$ cat src/verilog/mcb_pkg.sv
// Package: constants and field layout of the motor algorithm configuration bank
// Notes on behaviour
// - Words decode at 80h..8Eh and 94h..9Eh, two apart, none between.
// - The five words at 80h through 88h come out of reset all zero.
// - Words from 8Ah upward have no defined reset contents.
// - Speed detect word is 32 bits, every field read/write, resets zero.
// - Bit 30 of the speed detect word enables initial speed detection.
// - Bit 29 of the speed detect word enables braking.
// - Bit 28 of the speed detect word enables floating outputs.
// - Bit 27 of the speed detect word enables backward drive.
// - Bit 26 enables catching a spinning motor; bit 31 reserved read/write.
// - Other fields at 25:22, 21, 20, 19:17, 16:13, 12:9, 8:6, 5:2, 1:0.
// - R means readable, W writable, dash value gives reset contents.
package mcb_pkg;
  localparam int unsigned MCB_ADDR_W       = 12;
  localparam int unsigned MCB_DATA_W       = 32;
  localparam int unsigned MCB_NUM_WORDS    = 14;
  localparam int unsigned MCB_NUM_ZERO_RST = 5;
  localparam int unsigned MCB_IDX_W        = 4;
  localparam int unsigned MCB_RD_LAT       = 1;
  typedef logic [MCB_ADDR_W-1:0] mcb_addr_t;
  typedef logic [MCB_DATA_W-1:0] mcb_word_t;
  // Word offsets in the memory address field, index order
  localparam mcb_addr_t MCB_OFFS [MCB_NUM_WORDS] = '{
    12'h080, 12'h082, 12'h084, 12'h086, 12'h088, 12'h08A, 12'h08C,
    12'h08E, 12'h094, 12'h096, 12'h098, 12'h09A, 12'h09C, 12'h09E};
  localparam mcb_addr_t MCB_OFF_ISD = 12'h080;
  localparam mcb_addr_t MCB_OFF_REV = 12'h082;
  localparam mcb_word_t MCB_RST_ZERO  = 32'h0000_0000;
  // Fill for words without defined reset contents
  localparam mcb_word_t MCB_RST_UNDEF = 32'h0000_0000;
  // Speed detect word field positions
  localparam int unsigned MCB_RSVD_BIT  = 31;
  localparam int unsigned MCB_ISD_BIT   = 30;
  localparam int unsigned MCB_BRK_BIT   = 29;
  localparam int unsigned MCB_FLT_BIT   = 28;
  localparam int unsigned MCB_BWD_BIT   = 27;
  localparam int unsigned MCB_CTH_BIT   = 26;
  localparam int unsigned MCB_CTT_LSB   = 22;
  localparam int unsigned MCB_CTT_W     = 4;
  localparam int unsigned MCB_SIDE_BIT  = 21;
  localparam int unsigned MCB_EXIT_BIT  = 20;
  localparam int unsigned MCB_BCUR_LSB  = 17;
  localparam int unsigned MCB_BCUR_W    = 3;
  localparam int unsigned MCB_BDUR_LSB  = 13;
  localparam int unsigned MCB_BDUR_W    = 4;
  localparam int unsigned MCB_FDUR_LSB  = 9;
  localparam int unsigned MCB_FDUR_W    = 4;
  localparam int unsigned MCB_STAT_LSB  = 6;
  localparam int unsigned MCB_STAT_W    = 3;
  localparam int unsigned MCB_HAND_LSB  = 2;
  localparam int unsigned MCB_HAND_W    = 4;
  localparam int unsigned MCB_OLC_LSB   = 0;
  localparam int unsigned MCB_OLC_W     = 2;
endpackage : mcb_pkg

$ cat src/verilog/mcb_dec_if.sv
// Interface: address decode request and result inside the bank
`timescale 1ns/1ps
`default_nettype none
interface mcb_dec_if;
  import mcb_pkg::*;
  mcb_addr_t              addr;
  logic                   hit;
  logic [MCB_IDX_W-1:0]   idx;
  modport dec (input addr, output hit, output idx);
  modport usr (output addr, input hit, input idx);
endinterface : mcb_dec_if
`default_nettype wire

$ cat src/verilog/mcb_addr_dec.sv
// Module: maps a memory address onto a word index of the bank
`timescale 1ns/1ps
`default_nettype none
module mcb_addr_dec
  import mcb_pkg::*;
(
  mcb_dec_if.dec dif
);
  logic [MCB_NUM_WORDS-1:0] match;

  // One comparator per listed word; gaps and odd offsets never match
  for (genvar g = 0; g < MCB_NUM_WORDS; g++) begin : g_cmp
    assign match[g] = (dif.addr == MCB_OFFS[g]);
  end

  // Encode the single match into an index
  always_comb begin
    dif.idx = '0;
    for (int i = 0; i < MCB_NUM_WORDS; i++) begin
      if (match[i]) begin
        dif.idx = MCB_IDX_W'(i);
      end
    end
  end
  assign dif.hit = |match;
endmodule // mcb_addr_dec
`default_nettype wire

$ cat src/verilog/mcb_isd_view.sv
// Module: splits the speed detect word into named control fields
`timescale 1ns/1ps
`default_nettype none
module mcb_isd_view
  import mcb_pkg::*;
(
  input  wire logic [MCB_DATA_W-1:0] word,
  output logic                       speed_detect_enable,
  output logic                       braking_enable,
  output logic                       float_outputs_enable,
  output logic                       backward_drive_enable,
  output logic                       catch_spin_enable,
  output logic [MCB_CTT_W-1:0]       catch_spin_threshold,
  output logic                       braking_side_select,
  output logic                       braking_exit_select,
  output logic [MCB_BCUR_W-1:0]      braking_current_threshold,
  output logic [MCB_BDUR_W-1:0]      braking_duration,
  output logic [MCB_FDUR_W-1:0]      float_duration,
  output logic [MCB_STAT_W-1:0]      stationary_threshold,
  output logic [MCB_HAND_W-1:0]      backward_handoff_threshold,
  output logic [MCB_OLC_W-1:0]       backward_openloop_current
);
  // Enables, high means enabled
  assign speed_detect_enable   = word[MCB_ISD_BIT];
  assign braking_enable        = word[MCB_BRK_BIT];
  assign float_outputs_enable  = word[MCB_FLT_BIT];
  assign backward_drive_enable = word[MCB_BWD_BIT];
  assign catch_spin_enable     = word[MCB_CTH_BIT];
  // Multi-bit settings, raw codes for the algorithm
  assign catch_spin_threshold       = word[MCB_CTT_LSB +: MCB_CTT_W];
  assign braking_side_select        = word[MCB_SIDE_BIT];
  assign braking_exit_select        = word[MCB_EXIT_BIT];
  assign braking_current_threshold  = word[MCB_BCUR_LSB +: MCB_BCUR_W];
  assign braking_duration           = word[MCB_BDUR_LSB +: MCB_BDUR_W];
  assign float_duration             = word[MCB_FDUR_LSB +: MCB_FDUR_W];
  assign stationary_threshold       = word[MCB_STAT_LSB +: MCB_STAT_W];
  assign backward_handoff_threshold = word[MCB_HAND_LSB +: MCB_HAND_W];
  assign backward_openloop_current  = word[MCB_OLC_LSB +: MCB_OLC_W];
endmodule // mcb_isd_view
`default_nettype wire

$ cat src/verilog/mcb_cfg_bank.sv
// Module: motor algorithm configuration register bank, word access port
`timescale 1ns/1ps
`default_nettype none
module mcb_cfg_bank
  import mcb_pkg::*;
(
  input  wire logic                                clk,
  input  wire logic                                rst_b,
  input  wire logic [MCB_ADDR_W-1:0]               acc_addr,
  input  wire logic                                acc_wr,
  input  wire logic                                acc_rd,
  input  wire logic [MCB_DATA_W-1:0]               acc_wdata,
  output logic      [MCB_DATA_W-1:0]               acc_rdata,
  output logic                                     acc_rvalid,
  output logic                                     acc_miss,
  output logic      [MCB_NUM_WORDS*MCB_DATA_W-1:0] cfg_words,
  output logic                                     speed_detect_enable,
  output logic                                     braking_enable,
  output logic                                     float_outputs_enable,
  output logic                                     backward_drive_enable,
  output logic                                     catch_spin_enable,
  output logic      [MCB_CTT_W-1:0]                catch_spin_threshold,
  output logic                                     braking_side_select,
  output logic                                     braking_exit_select,
  output logic      [MCB_BCUR_W-1:0]               braking_current_threshold,
  output logic      [MCB_BDUR_W-1:0]               braking_duration,
  output logic      [MCB_FDUR_W-1:0]               float_duration,
  output logic      [MCB_STAT_W-1:0]               stationary_threshold,
  output logic      [MCB_HAND_W-1:0]               backward_handoff_threshold,
  output logic      [MCB_OLC_W-1:0]                backward_openloop_current
);

  // ----------------------------------------------------------------
  // State
  // ----------------------------------------------------------------

  typedef struct packed {
    mcb_word_t [MCB_NUM_WORDS-1:0] words;
    mcb_word_t                     rdata;
    logic                          rvalid;
    logic                          miss;
    logic                          settled;
  } mcb_state_s;

  // Low five words zero, upper words only a fill value
  localparam mcb_state_s MCB_ST_RST = '{
    words: {{(MCB_NUM_WORDS-MCB_NUM_ZERO_RST){MCB_RST_UNDEF}},
            {MCB_NUM_ZERO_RST{MCB_RST_ZERO}}},
    rdata:   MCB_RST_ZERO,
    rvalid:  1'b0,
    miss:    1'b0,
    settled: 1'b0
  };

  mcb_state_s st_r;
  mcb_state_s st_nxt;

  mcb_dec_if dif ();

  // ----------------------------------------------------------------
  // Address decode
  // ----------------------------------------------------------------

  // Whole twelve-bit address field is compared, section and page are not
  assign dif.addr = acc_addr;

  mcb_addr_dec u_dec (
    .dif (dif)
  );

  // ----------------------------------------------------------------
  // Access logic
  // ----------------------------------------------------------------

  // Read samples the word before a write in the same cycle lands,
  // so a combined access returns old contents and stores the new
  always_comb begin
    st_nxt         = st_r;
    st_nxt.settled = 1'b1;
    st_nxt.rvalid  = acc_rd;
    st_nxt.miss    = (acc_rd | acc_wr) & ~dif.hit;
    if (acc_rd) begin
      if (dif.hit) begin
        st_nxt.rdata = st_r.words[dif.idx];
      end else begin
        st_nxt.rdata = MCB_RST_ZERO;
      end
    end
    // Unmapped writes are dropped, so reserved space never changes
    if (acc_wr && dif.hit) begin
      st_nxt.words[dif.idx] = acc_wdata;
    end
  end

  // Single state register
  always_ff @(posedge clk or negedge rst_b) begin
    if (!rst_b) begin
      st_r <= MCB_ST_RST;
    end else begin
      st_r <= st_nxt;
    end
  end

  // ----------------------------------------------------------------
  // Outputs
  // ----------------------------------------------------------------

  // All data outputs straight from flops
  assign acc_rdata  = st_r.rdata;
  assign acc_rvalid = st_r.rvalid;
  assign acc_miss   = st_r.miss;
  assign cfg_words  = st_r.words;

  // Speed detect word broken into fields for the algorithm
  mcb_isd_view u_view (
    .word                       (st_r.words[0]),
    .speed_detect_enable        (speed_detect_enable),
    .braking_enable             (braking_enable),
    .float_outputs_enable       (float_outputs_enable),
    .backward_drive_enable      (backward_drive_enable),
    .catch_spin_enable          (catch_spin_enable),
    .catch_spin_threshold       (catch_spin_threshold),
    .braking_side_select        (braking_side_select),
    .braking_exit_select        (braking_exit_select),
    .braking_current_threshold  (braking_current_threshold),
    .braking_duration           (braking_duration),
    .float_duration             (float_duration),
    .stationary_threshold       (stationary_threshold),
    .backward_handoff_threshold (backward_handoff_threshold),
    .backward_openloop_current  (backward_openloop_current)
  );

  // ----------------------------------------------------------------
  // Checks
  // ----------------------------------------------------------------

  // Zero-reset words seen right after release
  chk_reset_zero_words: assert property (
    @(posedge clk) disable iff (!rst_b)
    !st_r.settled |-> (cfg_words[5*MCB_DATA_W-1:0] == '0)
  ) else $error("low words not zero after reset");

  // Every enable and field clear out of reset
  chk_isd_reset_fields: assert property (
    @(posedge clk) disable iff (!rst_b)
    !st_r.settled |-> !speed_detect_enable && !braking_enable
      && !float_outputs_enable && !backward_drive_enable
      && !catch_spin_enable && (catch_spin_threshold == '0)
      && (braking_duration == '0) && (backward_openloop_current == '0)
      && !braking_side_select && !braking_exit_select
      && (braking_current_threshold == '0) && (float_duration == '0)
      && (stationary_threshold == '0) && (backward_handoff_threshold == '0)
  ) else $error("speed detect fields not clear after reset");

  // Read answers exactly one cycle later
  chk_read_answer_time: assert property (
    @(posedge clk) disable iff (!rst_b)
    acc_rd |=> acc_rvalid ##1 (!acc_rvalid || $past(acc_rd))
  ) else $error("read answer not one cycle after request");

  // Write then read returns written data
  chk_write_read_back: assert property (
    @(posedge clk) disable iff (!rst_b)
    (acc_wr && dif.hit) ##1 (acc_rd && !acc_wr
      && acc_addr == $past(acc_addr))
    |=> acc_rvalid && !acc_miss && (acc_rdata == $past(acc_wdata, 2))
  ) else $error("read back differs from last write");

  // Gap between 8Eh and 94h and odd offsets are unmapped
  chk_gap_unmapped: assert property (
    @(posedge clk) disable iff (!rst_b)
    (acc_rd && (acc_addr == 12'h090 || acc_addr == 12'h092
      || acc_addr[0]))
    |=> acc_miss && (acc_rdata == MCB_RST_ZERO)
  ) else $error("gap or odd offset decoded as a word");

  // Listed offsets always hit
  chk_listed_hit: assert property (
    @(posedge clk) disable iff (!rst_b)
    (acc_rd && acc_addr >= 12'h080 && acc_addr <= 12'h09E
      && !acc_addr[0] && acc_addr != 12'h090 && acc_addr != 12'h092)
    |=> !acc_miss
  ) else $error("listed offset reported as unmapped");

  // Unmapped write leaves the whole bank alone
  chk_unmapped_write: assert property (
    @(posedge clk) disable iff (!rst_b)
    (acc_wr && !dif.hit) |=> $stable(cfg_words) && acc_miss
  ) else $error("unmapped write changed the bank");

  // Write to another word leaves speed detect word untouched
  chk_no_side_effect: assert property (
    @(posedge clk) disable iff (!rst_b)
    (acc_wr && acc_addr == MCB_OFF_REV)
    |=> $stable(st_r.words[0])
      && (cfg_words[2*MCB_DATA_W-1:MCB_DATA_W] == $past(acc_wdata))
  ) else $error("write disturbed a neighbouring word");

  // Detection enable follows bit 30
  chk_detect_enable: assert property (
    @(posedge clk) disable iff (!rst_b)
    (acc_wr && acc_addr == MCB_OFF_ISD)
    |=> speed_detect_enable == $past(acc_wdata[MCB_ISD_BIT])
  ) else $error("detect enable does not follow bit 30");

  // Braking enable follows bit 29
  chk_brake_enable: assert property (
    @(posedge clk) disable iff (!rst_b)
    (acc_wr && acc_addr == MCB_OFF_ISD)
    |=> braking_enable == $past(acc_wdata[MCB_BRK_BIT])
  ) else $error("braking enable does not follow bit 29");

  // Float enable follows bit 28
  chk_float_enable: assert property (
    @(posedge clk) disable iff (!rst_b)
    (acc_wr && acc_addr == MCB_OFF_ISD)
    |=> float_outputs_enable == $past(acc_wdata[MCB_FLT_BIT])
  ) else $error("float enable does not follow bit 28");

  // Backward drive enable follows bit 27
  chk_backward_enable: assert property (
    @(posedge clk) disable iff (!rst_b)
    (acc_wr && acc_addr == MCB_OFF_ISD)
    |=> backward_drive_enable == $past(acc_wdata[MCB_BWD_BIT])
  ) else $error("backward enable does not follow bit 27");

  // Catch-spin enable and reserved bit kept as written
  chk_catch_reserved: assert property (
    @(posedge clk) disable iff (!rst_b)
    (acc_wr && acc_addr == MCB_OFF_ISD)
    |=> catch_spin_enable == $past(acc_wdata[MCB_CTH_BIT])
      && st_r.words[0][MCB_RSVD_BIT] == $past(acc_wdata[MCB_RSVD_BIT])
  ) else $error("bit 26 or reserved bit 31 not kept");

  // Multi-bit fields land on their documented bits
  chk_field_layout: assert property (
    @(posedge clk) disable iff (!rst_b)
    (acc_wr && acc_addr == MCB_OFF_ISD)
    |=> catch_spin_threshold == $past(acc_wdata[25:22])
      && braking_side_select == $past(acc_wdata[21])
      && braking_exit_select == $past(acc_wdata[20])
      && braking_current_threshold == $past(acc_wdata[19:17])
      && braking_duration == $past(acc_wdata[16:13])
      && float_duration == $past(acc_wdata[12:9])
      && stationary_threshold == $past(acc_wdata[8:6])
      && backward_handoff_threshold == $past(acc_wdata[5:2])
      && backward_openloop_current == $past(acc_wdata[1:0])
  ) else $error("speed detect field misplaced");

  // Answer flag only ever follows a read
  chk_rvalid_only_read: assert property (
    @(posedge clk) disable iff (!rst_b)
    !acc_rd |=> !acc_rvalid
  ) else $error("answer flag without a read");

  // Miss flag only ever follows an access
  chk_miss_only_access: assert property (
    @(posedge clk) disable iff (!rst_b)
    (!acc_rd && !acc_wr) |=> !acc_miss
  ) else $error("miss flag without an access");

  // Read data holds so a slow host may pick it up late
  chk_rdata_hold: assert property (
    @(posedge clk) disable iff (!rst_b)
    !acc_rd |=> $stable(acc_rdata)
  ) else $error("read data changed without a read");

  // Bank contents move only on a write
  chk_bank_hold: assert property (
    @(posedge clk) disable iff (!rst_b)
    !acc_wr |=> $stable(cfg_words)
  ) else $error("bank changed without a write");

  // Combined access answers old contents and stores the new
  chk_rw_old_data: assert property (
    @(posedge clk) disable iff (!rst_b)
    (acc_rd && acc_wr && acc_addr == 12'h086)
    |=> (acc_rdata == $past(cfg_words[3*MCB_DATA_W +: MCB_DATA_W]))
      && (cfg_words[3*MCB_DATA_W +: MCB_DATA_W] == $past(acc_wdata))
  ) else $error("combined access returned new contents");

  // Reserved bit also clear out of reset
  chk_reserved_reset: assert property (
    @(posedge clk) disable iff (!rst_b)
    !st_r.settled |-> !st_r.words[0][MCB_RSVD_BIT]
  ) else $error("reserved bit set after reset");

  // Whole speed detect word stored, no bit masked
  chk_isd_word_lands: assert property (
    @(posedge clk) disable iff (!rst_b)
    (acc_wr && acc_addr == MCB_OFF_ISD)
    |=> !acc_miss && (cfg_words[MCB_DATA_W-1:0] == $past(acc_wdata))
  ) else $error("speed detect word not stored as written");

  // Read of the speed detect word returns its contents
  chk_isd_read_data: assert property (
    @(posedge clk) disable iff (!rst_b)
    (acc_rd && acc_addr == MCB_OFF_ISD)
    |=> acc_rvalid && (acc_rdata == $past(cfg_words[MCB_DATA_W-1:0]))
  ) else $error("speed detect read data wrong");

  // Writes into the hole between 8Eh and 94h are dropped
  chk_gap_write_ignored: assert property (
    @(posedge clk) disable iff (!rst_b)
    (acc_wr && (acc_addr == 12'h090 || acc_addr == 12'h092))
    |=> acc_miss && $stable(cfg_words)
  ) else $error("write into gap changed the bank");

  // Top offset lands in the last slot
  chk_last_word_slot: assert property (
    @(posedge clk) disable iff (!rst_b)
    (acc_wr && acc_addr == 12'h09E)
    |=> cfg_words[(MCB_NUM_WORDS-1)*MCB_DATA_W +: MCB_DATA_W] == $past(acc_wdata)
  ) else $error("offset 9Eh not stored in last slot");

  // First offset past the hole lands in slot eight
  chk_upper_first_slot: assert property (
    @(posedge clk) disable iff (!rst_b)
    (acc_wr && acc_addr == 12'h094)
    |=> cfg_words[8*MCB_DATA_W +: MCB_DATA_W] == $past(acc_wdata)
  ) else $error("offset 94h not stored in slot eight");

  // Access outputs quiet at the first edge after release
  chk_access_reset: assert property (
    @(posedge clk) disable iff (!rst_b)
    !st_r.settled |-> !acc_rvalid && !acc_miss && (acc_rdata == '0)
  ) else $error("access outputs not quiet after reset");

  // Odd offsets never take a write
  chk_odd_write_ignored: assert property (
    @(posedge clk) disable iff (!rst_b)
    (acc_wr && acc_addr[0]) |=> acc_miss && $stable(cfg_words)
  ) else $error("odd offset write changed the bank");

  // Offsets below the bank never take a write
  chk_low_write_ignored: assert property (
    @(posedge clk) disable iff (!rst_b)
    (acc_wr && acc_addr < 12'h080) |=> acc_miss && $stable(cfg_words)
  ) else $error("low offset write changed the bank");

  // Offsets above the bank never take a write
  chk_high_write_ignored: assert property (
    @(posedge clk) disable iff (!rst_b)
    (acc_wr && acc_addr > 12'h09E) |=> acc_miss && $stable(cfg_words)
  ) else $error("high offset write changed the bank");

endmodule // mcb_cfg_bank
`default_nettype wire

$ cat config.mk
export PLATFORM = sky130hd
export DESIGN_NAME = mcb_cfg_bank
export DESIGN_NICKNAME = d
export VERILOG_FILES = /design/src/verilog/mcb_pkg.sv /design/src/verilog/mcb_dec_if.sv /design/src/verilog/mcb_addr_dec.sv /design/src/verilog/mcb_isd_view.sv /design/src/verilog/mcb_cfg_bank.sv
export SDC_FILE = /design/constraint.sdc
export NUM_CORES = 1
export LEC_CHECK = 0
export ABC_AREA = 0
export BUFFER_PORTS_ARGS = -buffer_cell sky130_fd_sc_hd__buf_4
export CAP_MARGIN = 20
export CORE_MARGIN = 5
export CORE_UTILIZATION = 30
export DETAILED_ROUTE_END_ITERATION = 8
export PLACE_DENSITY = 0.62
export SLEW_MARGIN = 20
export SYNTH_ARGS = -nofsm -noshare
export SYNTH_HDL_FRONTEND = slang
export SYNTH_HIERARCHICAL = 1
export SYNTH_SLANG_ARGS = --single-unit
$ cat constraint.sdc
create_clock -name clk -period 2.2 [get_ports clk]
set_input_delay 0.11 -clock clk [delete_from_list [all_inputs] [get_ports clk]]
set_output_delay 0.11 -clock clk [all_outputs]
set_load 0.02 [all_outputs]
==> summary.md <==
| Metric | Value |
|---|---|
| Final Max Slew Viols | 0 |
| Die width | 282 µm |
| Layout Cells excl Fill | about 3200 |
| Lkg Pwr | 15.6 nW |
| Fmax | around 0.46 GHz |
| RSZ-0062 raised after global routing | false |
| WL per Instance | 28.3 µm |
| CTS max path bufs | 3 |
| Grt ovf | 0 |
| Sink Count | 482 |
| Synth Register Bits | slightly below 500 |
| Clock Pin Slew Worst Setup and Hold Paths | 0.06 ns |
| Syn_area_per_cell | approximately 15 µm² |
| Tmin final | 2.18 ns |
| Clock power frac | 48.6% |
| Worst Path Required | 2.66 ns |
| TritonCTS clock tree | yes |
| Layout net count | 2199 |
| Max cap viols | 0 |
| Syn Nets | 1579 |
| Period Utilization, post-route | 99.3% |
| Crit Path Max Fanout | 7 |
| Internal power | 0.0145 W |
| Synth-to-Final Area Change | 38.6% |
| NetSw | 0.00435 W |
| Worst hold path class | input pin to async pin |
| Starting DRC count in detailed routing | 1141 |
| H-tree depth | 2 |
| DR vias | 16315 |
| Final wirelength | 89100 µm |
| Status | finished clean |
| RePlAce Congestion | around 0.86 |
| FFs w/ async S/R, synth | 100% |
| Largest net degree at the start of global routing | between 100 and 150 |
| Final hold vios | 0 |
| Row count | 99 |
| Die area | 0.0796 mm² |
| Layout cell share with drive strength beyond 1 | ~60% |
| Reg2reg path depth | 3 |
| Seq pwr share | 47.3% |
| Dpl hpwl | between 60000 and 70000 µm |
| Worst-Margin Slew | 0.855 ns |
| Remaining antenna violation count after routing | 0 |
| Vias in the first global route | roughly 17000 |
| Setup CP Type | input pin to flip-flop |
| Initial antenna violation count | 3 |
| YS warnings | 6 |
| Leading area contributor after synthesis | dfrtp_1 |
| Gr usage total | 21.5% |
| Vias per inst | 5.18 |
| Synth top cells by count | dfrtp_1 (482), mux2_2 (413), mux2i_1 (96), clkbuf_1 (69), a22oi_1 (64) |
| Gate power share | 4.1% |
| Cells after Synth | 1531 |
| Ranking of synthesized cells by area | dfrtp_1 (54%), mux2_2 (21%), mux2i_1 (4.3%) |
| Chip height | 282 µm |
| Synth Flop Type | dfrtp_1 |
| Worst VDD drop | 0.513 mV |
| Post-synth top area share | a little over half |
| Mapped cell area | 0.0222 mm² |
| Power density over cell area | a little over 600 mW/mm² |
| Post-synth EDFFs | 0 |
| Number of diodes | 0 |
| Startpoint types | input pin |
| Clk_lat worst skew | 0.60 ns |
| I/O pin cnt | 561 |
| Sw Share | 23.0% |
| First-pass GRT wire length | 126000 µm |
| Root buffer cell | clkbuf_16 |
| IO Port Bufs | 560 |
| Clock skew | 0.0128 ns |
| Slew headroom | 42.8% |
| CTS Buf Count | 55 |
| Placed Instances | 3015 |
| First drt pass iteration count | 5 |
| Most frequent cell after synthesis | dfrtp_1 |
| Drc violations | 0 |
| Starting Density | 30.3% |
| Pwr Total | 0.0189 W |
| Netlist cell types | 37 |
| Core footprint | about 0.073 mm² |
| CP Capture Type | flip-flop |
| Seq/Total Area, Yosys | 54.3% |
| Final count of negative-setup-slack endpoints | 0 |
| Data arrival, critical path | 2.64 ns |
kinds of logic (layout without fill, tap and decap cells):
group | count (synthesis) | count (layout) | synth area share [%]
muxes | 608 | 608 | 32.9
DFF | 482 | 482 | 54.3
buffers and inverters | 205 | 865 | 4.65
AOI/OAI and AO/OA | 194 | 194 | 6.90
and+or+nand+nor | 42 | 42 | 1.21
final timing paths:
kind / from / end / slack, ns
max: acc_addr[0] / acc_rdata[30] / 0.02
min: rst_b / cfg_words[285] / 0.15
max reg2reg: cfg_words[286] / acc_rdata[30] / 0.70
min reg2reg: cfg_words[412] / cfg_words[412] / 0.53
max in group asynchronous: rst_b / cfg_words[93] / 0.81
min in group clk: acc_addr[5] / acc_miss / 0.31
flip-flops by register name, indices dropped and copies added (netlist names):
name        cells
acc_rvalid      1
cfg_words     448
acc_miss        1
acc_rdata      32
layout by cell type, fill, tap and decap left out, types with 3 or more instances in the layout:
| cell type | count |
|---|---|
| buf_4 | 643 |
| dfrtp_1 | 482 |
| mux2_2 | 409 |
| mux2i_1 | 96 |
| mux2_4 | 64 |
| a22oi_1 | 64 |
| clkbuf_16 | 57 |
| buf_12 | 53 |
| dlygate4sd3_1 | 37 |
| inv_1 | 32 |
| mux4_2 | 32 |
| o211ai_1 | 32 |
| o211a_1 | 32 |
| o22ai_1 | 32 |
| a2bb2oi_1 | 31 |
| clkbuf_1 | 12 |
| clkbuf_8 | 12 |
| clkinv_2 | 8 |
| mux2_1 | 7 |
| nor2_4 | 7 |
| nor2_1 | 3 |
| nor3_4 | 3 |
| or4_4 | 3 |
| clkinvlp_4 | 3 |
metrics by stage:
step	setup slack, ns	hold WS [ns]	cell area [µm²]	setup TNS [ns]	utilization (%)
5_1_grt	0.0101	0.159	30800	0	42.1
4_1_cts	0.0101	0.129	30800	0	42.1
6_report	0.0151	0.149	30800	0	42.1
3_3_place_gp	-0.656	-0.0348	28600	-209.07	39.1
2_1_floorplan	-0.144	-0.186	22300	-22.41	-
3_5_place_dp	-0.640	-0.0353	28600	-219.67	39.1
power by group through the flow:
stage	Combinational, W	Clock [W]	Sequential [W]
final	0.000765	0.00917	0.00893
after global routing	0.000836	0.00972	0.00893
after CTS	0.000781	0.00938	0.00893
after detailed placement	0.000724	0	0.00909
after global placement	0.000708	0	0.00909
after floorplan	0.000218	0	0.00912
routing by layer:
layer | share of wire (%) | global-route usage (%) | vias to the layer above | wire length (µm)
met2 | 48 | 35.7 | 675 | 42800
met4 | 3.4 | 6.80 | 4 | 3060
li1 | - | - | 6866 | -
met3 | 7.6 | 5.44 | 163 | 6760
met5 | 0.028 | 0 | - | 25
met1 | 41 | 27.9 | 8607 | 36400
timing repair:
item / CTS / global route
setup endpoints to repair: 1 / 5
endpoints found under the hold margin: 803 / 0
setup buffers: 2 / 0
gates resized for setup: 0 / 2
hold buffers: 37 / 0
pin swaps: 1 / 0
worst max-delay path, cell delays in order:
cell	delay (ns)
buf_4	0.11
or4b_4	0.60
buf_12	0.17
a211oi_4	0.18
buf_4	0.18
buf_4	0.21
buf_12	0.14
buf_4	0.15
mux4_2	0.30
o211ai_1	0.33
o22ai_1	0.14
area by class of cell:
type | instances | area [µm²]
well taps | 959 | 1200
multi-input cells | 844 | 9310
flip-flops and latches | 482 | 12100
inverters | 32 | 120
clock buffers | 81 | 1640
clock inverters | 16 | 160
repair buffers | 736 | 6300
fillers | 6744 | 42400
(Power assumes the default switching activity.)
